$ cat config.mk
export PLATFORM = sky130hd
export DESIGN_NAME = pabx_top
export DESIGN_NICKNAME = d
export VERILOG_FILES = /design/src/design/pabx_pkg.sv /design/src/design/pabx_top.sv
export VERILOG_INCLUDE_DIRS = /design/src /design/src/design
export SDC_FILE = /design/constraint.sdc
export NUM_CORES = 1
export LEC_CHECK = 0
export ABC_AREA = 1
export BUFFER_PORTS_ARGS = -buffer_cell sky130_fd_sc_hd__buf_2
export CAP_MARGIN = 20
export CORE_MARGIN = 1
export CORE_UTILIZATION = 56
export DETAILED_ROUTE_END_ITERATION = 10
export GPL_ROUTABILITY_DRIVEN = 0
export PLACE_DENSITY = 0.86
export SETUP_SLACK_MARGIN = 0.02
export SYNTH_ARGS = -nofsm -noshare
export SYNTH_HDL_FRONTEND = slang
export SYNTH_SLANG_ARGS = --single-unit
$ cat constraint.sdc
create_clock -name sys_clk -period 2.8 [get_ports sys_clk]
set_input_delay 0.7 -clock sys_clk [delete_from_list [all_inputs] [get_ports sys_clk]]
set_output_delay 0.7 -clock sys_clk [all_outputs]
set_load 0.01 [all_outputs]
$ cat src/design/pabx_regs.svh
// register offsets, field positions and reset values of the port mux
`ifndef PABX_REGS_SVH
`define PABX_REGS_SVH

// register offsets (5-bit register address)
`define PABX_OFS_PA_DIR   5'h00
`define PABX_OFS_PB_DIR   5'h01
`define PABX_OFS_PX_DIR   5'h02
`define PABX_OFS_PX_FN    5'h03
`define PABX_OFS_MM       5'h04
`define PABX_OFS_PA_DAT   5'h05
`define PABX_OFS_PB_DAT   5'h06
`define PABX_OFS_PX_DAT   5'h07
`define PABX_OFS_STATUS   5'h08
// address bit 4 set: single-bit direction access, bit 3 picks the port
`define PABX_BIT_ACCESS   4
`define PABX_BIT_PORT     3

// reset values
`define PABX_DIR_RST      8'hFF
`define PABX_DAT_RST      8'h00
`define PABX_MM_RST       4'h0
`define PABX_MM_EXPAND    4'hE
`define PABX_PXFN_SC0     8'h00
`define PABX_PXFN_EXPAND  8'hE0

// fixed bits of the port x registers
`define PABX_PXDIR_FIXED  8'h1F
`define PABX_PX_USED      8'hE0

// positions inside the 3-pin port x group (pins 5, 6, 7)
`define PABX_PX_REFRESH   0
`define PABX_PX_WAIT      1
`define PABX_PX_CLOCK     2

// position of the address-enable bit of port a in the expansion field
`define PABX_MM_PA_EN     2

`endif

$ cat src/design/pabx_pkg.sv
// types shared by the port a/b/x pin mux
package pabx_pkg;

    // operating-mode pin codes
    typedef enum logic [3:0] {
        pabx_mode_romless0 = 4'h0,
        pabx_mode_romless1 = 4'h1,
        pabx_mode_single0  = 4'h2,
        pabx_mode_single1  = 4'h3
    } pabx_opmode_t;

    // register port request
    typedef struct packed {
        logic [4:0] addr;
        logic [7:0] wdata;
        logic       wr;
        logic       rd;
    } pabx_bus_req_t;

    // drive side of an 8-pin port
    typedef struct packed {
        logic [7:0] out;
        logic [7:0] oe_n;
    } pabx_pin8_t;

    // drive side of the 3-pin port x
    typedef struct packed {
        logic [2:0] out;
        logic [2:0] oe_n;
    } pabx_pin3_t;

    // whole state of the block
    typedef struct packed {
        logic       init;
        logic [3:0] mm;
        logic [7:0] pa_dir;
        logic [7:0] pb_dir;
        logic [7:0] px_dir;
        logic [7:0] px_fn;
        logic [7:0] pa_dat;
        logic [7:0] pb_dat;
        logic [7:0] px_dat;
        logic [7:0] rdata;
    } pabx_state_t;

endpackage : pabx_pkg

$ cat src/design/pabx_top.sv
// pin function mux for address ports a and b and control port x
//
// Added by the designer: the placing of the registers and strobed register access.
`timescale 1ns/100ps
`include "pabx_regs.svh"
//
// Notes on behaviour
// port a direction from register, function from mode
// a and b directions take byte and bit access
// field 000 ports; field bit2 gives A0-A7
// port b: 001 four, 010 six, else eight
// romless or single-chip 1 reset field to 111x
// writing 000x returns pins to port mode; 0001 keeps port b pins 3..0 on address
// field 100x or 010x stops port b address
// port x is bits 7..5, rest undefined
// after such resets port x in control function
// bit5 refresh out, bit6 wait in, bit7 clock
// port x direction and function separate registers
// port x direction write-only, low bits one
// direction zero drives output, one is input
// master changes port x direction bytewise only
// wait pin held high while in port mode
// port b direction from register, function from mode
// function bits one select control, reset E0/00
// function register write-only, low bits zero
// port mode drives latch; control ignores direction
//
module pabx_top (
    input  wire logic                   sys_clk,     // 200 MHz clock
    input  wire logic                   rst,         // async reset
    input  wire pabx_pkg::pabx_bus_req_t bus_i,      // register request
    output logic [7:0]                  rd_data,     // read data
    input  wire logic [3:0]             mode_pins,   // operating mode
    input  wire logic [15:0]            ext_addr,    // bus address
    input  wire logic                   refresh_req, // refresh request
    input  wire logic                   clk_out_src, // clock to emit
    output logic                        wait_out,    // wait to bus
    input  wire logic [7:0]             pa_in,       // port a levels
    output pabx_pkg::pabx_pin8_t        pa_o,        // port a drive
    input  wire logic [7:0]             pb_in,       // port b levels
    output pabx_pkg::pabx_pin8_t        pb_o,        // port b drive
    input  wire logic [2:0]             px_in,       // port x levels
    output pabx_pkg::pabx_pin3_t        px_o         // port x drive
);

    ////////////////////////////////////////////////////////////////////
    // functions

    // modes whose reset leaves external expansion on
    function automatic logic pabx_expand_reset(input logic [3:0] m);
        logic r;
        r = 1'b0;
        unique case (pabx_pkg::pabx_opmode_t'(m))
            pabx_pkg::pabx_mode_romless0: r = 1'b1;
            pabx_pkg::pabx_mode_romless1: r = 1'b1;
            pabx_pkg::pabx_mode_single1:  r = 1'b1;
            pabx_pkg::pabx_mode_single0:  r = 1'b0;
            default:                      r = 1'b0;
        endcase
        return r;
    endfunction : pabx_expand_reset

    // port b pins that carry address bits
    function automatic logic [7:0] pabx_pb_mask(input logic [3:0] mm);
        logic [7:0] m;
        m = 8'h00;
        if (mm[3:1] == 3'h4 || mm[3:1] == 3'h2) begin
            m = 8'h00;
        end else begin
            unique case (mm[2:0])
                3'h0:    m = 8'h00;
                3'h1:    m = 8'h0F;
                3'h2:    m = 8'h3F;
                default: m = 8'hFF;
            endcase
        end
        return m;
    endfunction : pabx_pb_mask

    // read of a port: input pins show the pin, output pins the latch
    function automatic logic [7:0] pabx_port_read(
        input logic [7:0] pin,
        input logic [7:0] dat,
        input logic [7:0] dir
    );
        return (pin & dir) | (dat & ~dir);
    endfunction : pabx_port_read

    ////////////////////////////////////////////////////////////////////
    // state

    pabx_pkg::pabx_state_t state_q;
    pabx_pkg::pabx_state_t state_d;
    logic                  pa_en;
    logic [7:0]            pb_mask;
    logic [2:0]            px_ctrl;
    logic [2:0]            px_ctrl_out;
    logic [7:0]            px_full_in;
    logic [2:0]            bit_idx;

    assign pa_en      = state_q.mm[`PABX_MM_PA_EN];
    assign pb_mask    = pabx_pb_mask(state_q.mm);
    assign px_ctrl    = state_q.px_fn[7:5];
    assign px_full_in = {px_in, 5'h00};
    assign bit_idx    = bus_i.addr[2:0];

    ////////////////////////////////////////////////////////////////////
    // next state

    always_comb begin
        state_d       = state_q;
        state_d.rdata = 8'h00;
        // first cycle after reset: catch the operating mode
        if (!state_q.init) begin
            state_d.init = 1'b1;
            if (pabx_expand_reset(mode_pins)) begin
                state_d.mm    = `PABX_MM_EXPAND;
                state_d.px_fn = `PABX_PXFN_EXPAND;
            end else begin
                state_d.mm    = `PABX_MM_RST;
                state_d.px_fn = `PABX_PXFN_SC0;
            end
        end
        if (bus_i.wr) begin
            if (bus_i.addr[`PABX_BIT_ACCESS]) begin
                if (bus_i.addr[`PABX_BIT_PORT]) begin
                    state_d.pb_dir[bit_idx] = bus_i.wdata[0];
                end else begin
                    state_d.pa_dir[bit_idx] = bus_i.wdata[0];
                end
            end else begin
                unique case (bus_i.addr)
                    `PABX_OFS_PA_DIR: state_d.pa_dir = bus_i.wdata;
                    `PABX_OFS_PB_DIR: state_d.pb_dir = bus_i.wdata;
                    `PABX_OFS_PX_DIR:
                        state_d.px_dir = bus_i.wdata
                                       | `PABX_PXDIR_FIXED;
                    `PABX_OFS_PX_FN:
                        state_d.px_fn = bus_i.wdata
                                      & `PABX_PX_USED;
                    `PABX_OFS_MM:     state_d.mm = bus_i.wdata[3:0];
                    `PABX_OFS_PA_DAT: state_d.pa_dat = bus_i.wdata;
                    `PABX_OFS_PB_DAT: state_d.pb_dat = bus_i.wdata;
                    `PABX_OFS_PX_DAT:
                        state_d.px_dat = bus_i.wdata & `PABX_PX_USED;
                    default: ;
                endcase
            end
        end
        if (bus_i.rd) begin
            if (bus_i.addr[`PABX_BIT_ACCESS]) begin
                if (bus_i.addr[`PABX_BIT_PORT]) begin
                    state_d.rdata = {7'h00, state_q.pb_dir[bit_idx]};
                end else begin
                    state_d.rdata = {7'h00, state_q.pa_dir[bit_idx]};
                end
            end else begin
                unique case (bus_i.addr)
                    `PABX_OFS_PA_DIR: state_d.rdata = state_q.pa_dir;
                    `PABX_OFS_PB_DIR: state_d.rdata = state_q.pb_dir;
                    `PABX_OFS_MM:     state_d.rdata = {4'h0, state_q.mm};
                    `PABX_OFS_PA_DAT:
                        state_d.rdata = pabx_port_read(pa_in,
                            state_q.pa_dat, state_q.pa_dir);
                    `PABX_OFS_PB_DAT:
                        state_d.rdata = pabx_port_read(pb_in,
                            state_q.pb_dat, state_q.pb_dir);
                    `PABX_OFS_PX_DAT:
                        state_d.rdata = pabx_port_read(px_full_in,
                            state_q.px_dat, state_q.px_dir)
                            & `PABX_PX_USED;
                    `PABX_OFS_STATUS:
                        state_d.rdata = {state_q.init, pa_en,
                                         |pb_mask, 1'b0, mode_pins};
                    // write-only and unmapped registers read as zero
                    default: state_d.rdata = 8'h00;
                endcase
            end
        end
    end

    always_ff @(posedge sys_clk or posedge rst) begin
        if (rst) begin
            state_q <= '{init:   1'b0,
                         mm:     `PABX_MM_RST,
                         pa_dir: `PABX_DIR_RST,
                         pb_dir: `PABX_DIR_RST,
                         px_dir: `PABX_DIR_RST,
                         px_fn:  `PABX_PXFN_SC0,
                         pa_dat: `PABX_DAT_RST,
                         pb_dat: `PABX_DAT_RST,
                         px_dat: `PABX_DAT_RST,
                         rdata:  8'h00};
        end else begin
            state_q <= state_d;
        end
    end

    ////////////////////////////////////////////////////////////////////
    // pin drive

    assign rd_data = state_q.rdata;

    // port a: whole port is address or port
    always_comb begin
        if (pa_en) begin
            pa_o.out  = ext_addr[7:0];
            pa_o.oe_n = 8'h00;
        end else begin
            pa_o.out  = state_q.pa_dat;
            pa_o.oe_n = state_q.pa_dir;
        end
    end

    // port b: mask picks the address pins
    assign pb_o.out  = (ext_addr[15:8] & pb_mask)
                     | (state_q.pb_dat & ~pb_mask);
    assign pb_o.oe_n = state_q.pb_dir & ~pb_mask;

    // port x: control function overrides direction
    assign px_ctrl_out[`PABX_PX_REFRESH] = refresh_req;
    assign px_ctrl_out[`PABX_PX_WAIT]    = 1'b0;
    assign px_ctrl_out[`PABX_PX_CLOCK]   = clk_out_src;

    always_comb begin
        for (int i = 0; i < 3; i++) begin
            if (px_ctrl[i]) begin
                px_o.out[i]  = px_ctrl_out[i];
                px_o.oe_n[i] = (i == `PABX_PX_WAIT);
            end else begin
                px_o.out[i]  = state_q.px_dat[i + 5];
                px_o.oe_n[i] = state_q.px_dir[i + 5];
            end
        end
    end

    // wait is inactive high while the pin is a port
    assign wait_out = px_ctrl[`PABX_PX_WAIT] ? px_in[`PABX_PX_WAIT]
                                             : 1'b1;
endmodule : pabx_top

After elaboration in Yosys (flattened, before gate mapping)

Cells that the tools add are included.

Word-level logic and storage cells: 103
Output and inout port bits: 47
Flip-flop bits (word level): 59
Input bits: 58

Mux-type cells: 42
$lt $le $gt $ge: 2
Equality and inequality tests: 16
Bitwise logic cells: 18
Reduce and logical (&&, ||, !) cells: 15

Operators by type and width:

| operator                                                         | count |
|---|---|
| 8-bit two-way mux                                                | 14 |
| 8-bit AND                                                        | 9 |
| 60-bit two-way mux                                               | 1 |
| 8-bit case mux with 7 select lines                               | 1 |
| 40-bit two-way mux                                               | 1 |
| 16-bit two-way mux                                               | 2 |
| 8-bit inverter                                                   | 4 |
| 8-bit bitwise OR                                                 | 4 |
| 8-bit case mux with 3 select lines                               | 1 |
| 5-bit by 3-bit == test with 1-bit output (second input constant) | 4 |
| 3-bit AND reduction                                              | 6 |
| 8-bit bitwise mux                                                | 2 |
| 4-bit two-way mux                                                | 4 |
| 1-bit two-way mux                                                | 13 |
| 5-bit by 2-bit == test with 1-bit output (second input constant) | 2 |
| 8-bit OR reduction                                               | 1 |
| 1-bit binary-select mux with 3-bit select                        | 2 |
| 3-bit by 2-bit == test with 1-bit output (second input constant) | 2 |
| 5-bit by 1-bit == test with 1-bit output (second input constant) | 1 |
| 5-bit by 4-bit == test with 1-bit output (second input constant) | 1 |
| 5-bit zero test                                                  | 1 |
| 4-bit by 1-bit == test with 1-bit output (second input constant) | 1 |
| 4-bit by 2-bit == test with 1-bit output (second input constant) | 1 |
| 4-bit zero test                                                  | 1 |
| other kinds (12)                                                 | 14 |

Longest topological paths before layout

Depth in word-level cells: 9
Mapped depth: 12
Gate-level depth less buffers: 12

Worst setup path after synthesis

OpenSTA, ideal clock, no wires.

Path kind: reg-to-output
Start: register state_q (netlist bit pa_en)
End: output port pb_o[10] (netlist name)
Stages on the path, launching flop included: 6
Path slack: 836 ps
Arrival time: 1,264 ps
Buffers on the path: 2
Data required time: 2,100 ps
Path through: dfrtp_1 > buf_2 > o31ai_1 > buf_2 > nand2_1 > o21ai_0

RTL lines:

| what                   | RTL line        | source |
|---|---|---|
| start, declared        | pabx_top.sv:92  | `pabx_pkg::pabx_state_t state_q;` |
| start signal, assigned | pabx_top.sv:184 | `state_q <= '{init: 1'b0,` |
| start signal, assigned | pabx_top.sv:195 | `state_q <= state_d;` |
| end, declared          | pabx_top.sv:41  | `output pabx_pkg::pabx_pin8_t pb_o,` |

==> impl_metrics.env <==
export IMPL_outcome="finished, final reports clean"
export IMPL_dieHeight_um=81.2
export IMPL_grt_usage_pct=34.0
export IMPL_seq_area_frac_synth_pct=39.1
export IMPL_grt_start_max_net_pins=26
export IMPL_hold_class="in2async"
export IMPL_row_count=28
export IMPL_drv_cap=0
export IMPL_finalCriticalPeriod_ns=2.46
export IMPL_grt_pass1_vias=3424
export IMPL_area_growth_pct=17.9
export IMPL_drtAntennaViolNets=0
export IMPL_grt_remaining_overflow=0
export IMPL_cts_buffers_inserted=5
export IMPL_cts_htree_levels=2
export IMPL_yosysTopAreaCell="dfrtp_1"
export IMPL_tns_ns=0
export IMPL_nNetsFinal=676
export IMPL_drc=0
export IMPL_final_cells=694
export IMPL_finalCritPeriodShare_pct=87.9
export IMPL_final_core_util_pct=69.2
export IMPL_yosys_top_cells_area="dfrtp_1 (25%), nand2_1 (20%), dfstp_2 (14%)"
export IMPL_start_kind="register"
export IMPL_place_hpwl_um=8210
export IMPL_place_worst_setup_slack_ns=0.537
export IMPL_antenna_found_initial=0
export IMPL_p_leak_nw=2.25
export IMPL_vdd_drop_max_mv=0.336
export IMPL_dr_pass1_iters=5
export IMPL_rsz0062_at_grt="no"
export IMPL_worstSetupEndpointType="output pin"
export IMPL_place_inst=686
export IMPL_arrival_ns=1.76
export IMPL_ctsHoldBuffers=0
export IMPL_port_buffers=104
export IMPL_syn_inst=523
export IMPL_clock_skew_ns=0.00819
export IMPL_clock_root_buffer="clkbuf_8"
export IMPL_final_common_cell="nand2_1"
export IMPL_p_per_area_nw_per_um2=562
export IMPL_path_max_fanout=5
export IMPL_cts_tree="done"
export IMPL_final_cell_mix="nand2_1 (183), buf_2 (104), inv_1 (66)"
export IMPL_syn_nets=581
export IMPL_final_setup_worst_slack_ns=0.338
export IMPL_crit_type="reg2out"
export IMPL_worstPathRequired_ns=2.10
export IMPL_ys_ff_latch=54
export IMPL_core_area_um2=5990
export IMPL_ios=105
export IMPL_grt_pass1_wl_um=16600
export IMPL_cts_resized=0
export IMPL_totalWireLength_um=10500
export IMPL_syn_area_um2=3510
export IMPL_die_area_um2=6600
export IMPL_cts_setup_buffers=0
export IMPL_final_hold_violation_count=0
export IMPL_cts_reportedPaths_clkPinSlew_ns=0.10
export IMPL_drv_slew=0
export IMPL_diodes=0
export IMPL_wire_per_inst_um=15.2
export IMPL_synth_area_per_cell_um2=6.72
export IMPL_synth_top_area_share_pct=24.9
export IMPL_ys_warnings_count=0
export IMPL_drt_iter0_drc=425
export IMPL_synth_cell_types=33
export IMPL_max_freq_mhz=406
export IMPL_via_per_inst=5.53
export IMPL_clockBufferDepth=2
export IMPL_layout_drive_gt1_share_pct=25.4
export IMPL_cts_sinks=54
export IMPL_initial_core_util_pct=58.7
export IMPL_worstSkewPairLatency_ns=0.31
export IMPL_vias=3840
export IMPL_whs_ns=0.353
export IMPL_die_w_um=81.2
export IMPL_setup_viol=0
## synthesized netlist by cell type, drive strengths merged
master / n
nand2: 187
o21ai: 73
inv: 72
nor2: 56
dfrtp: 35
buf: 20
dfstp: 19
a21oi: 16
nand3: 14
mux2i: 4
nand4: 4
o22ai: 4
a31oi: 3
nor3: 3
o211ai: 3
o31ai: 3
mux2: 2
a41oi: 1
clkbuf: 1
conb: 1
o21a: 1
or2: 1
## stage by stage
stage               power, mW  cell area (µm²)
finish                   2.33             4150
global route             2.45             4150
CTS                      2.31             4150
detailed placement       1.79             4040
global placement         1.77             4040
floorplan                1.49             3510
## worst max-delay path, stage by stage, from the launching register on
cell	delay, ns
dfrtp_1	0.42
a21oi_1	0.12
a21oi_1	0.39
mux2_2	0.39
buf_2	0.14
## cells by family (layout without fill, tap and decap cells)
group / count (synthesis) / count (layout) / share of synthesized area, %
buffers and inverters: 93 / 189 / 11.7
DFF: 54 / 54 / 39.1
AOI/OAI and AO/OA: 104 / 104 / 16.3
and+or+nand+nor: 265 / 265 / 31.0
muxes: 6 / 6 / 1.78
other: 1 / 1 / 0.107
## worst paths after layout
check | cells after the start | start | slack [ns] | endpoint
min in group sys_clk | 2 | state_q[27] | 0.50 | state_q[27]
min | 2 | rst | 0.35 | state_q[27]
min reg2reg | 2 | state_q[27] | 0.50 | state_q[27]
max reg2reg | 7 | state_q[67] | 1.28 | rd_data[5]
max | 4 | pa_en | 0.34 | pb_o[14]
max in group asynchronous | 3 | rst | 1.83 | asynchronous set/reset pin
## final cells by class
type                       instances  area, µm²
clock buffer                       7       76.3
inverter                          72        270
tap                               75       93.8
clock inverter                     1       30.0
timing repair buffer             109        571
sequential                        54       1380
fill                             529       1850
multi-input combinational        376       1730
## per-layer routing
| layer | wire length [µm] | share of wire, % | GRT usage (%) |
|---|---|---|---|
| met5 | 0 | 0 | 0 |
| met4 | 378 | 3.6 | 14.1 |
| met3 | 1100 | 10 | 5.73 |
| met2 | 4700 | 45 | 52.7 |
| met1 | 4380 | 41 | 47.0 |
## where the power goes
group          internal (mW)  switching [mW]
sequential             0.949           0.113
combinational          0.272           0.465
clock                  0.268           0.261
total                   1.49           0.839
(Power assumes the default switching activity.)
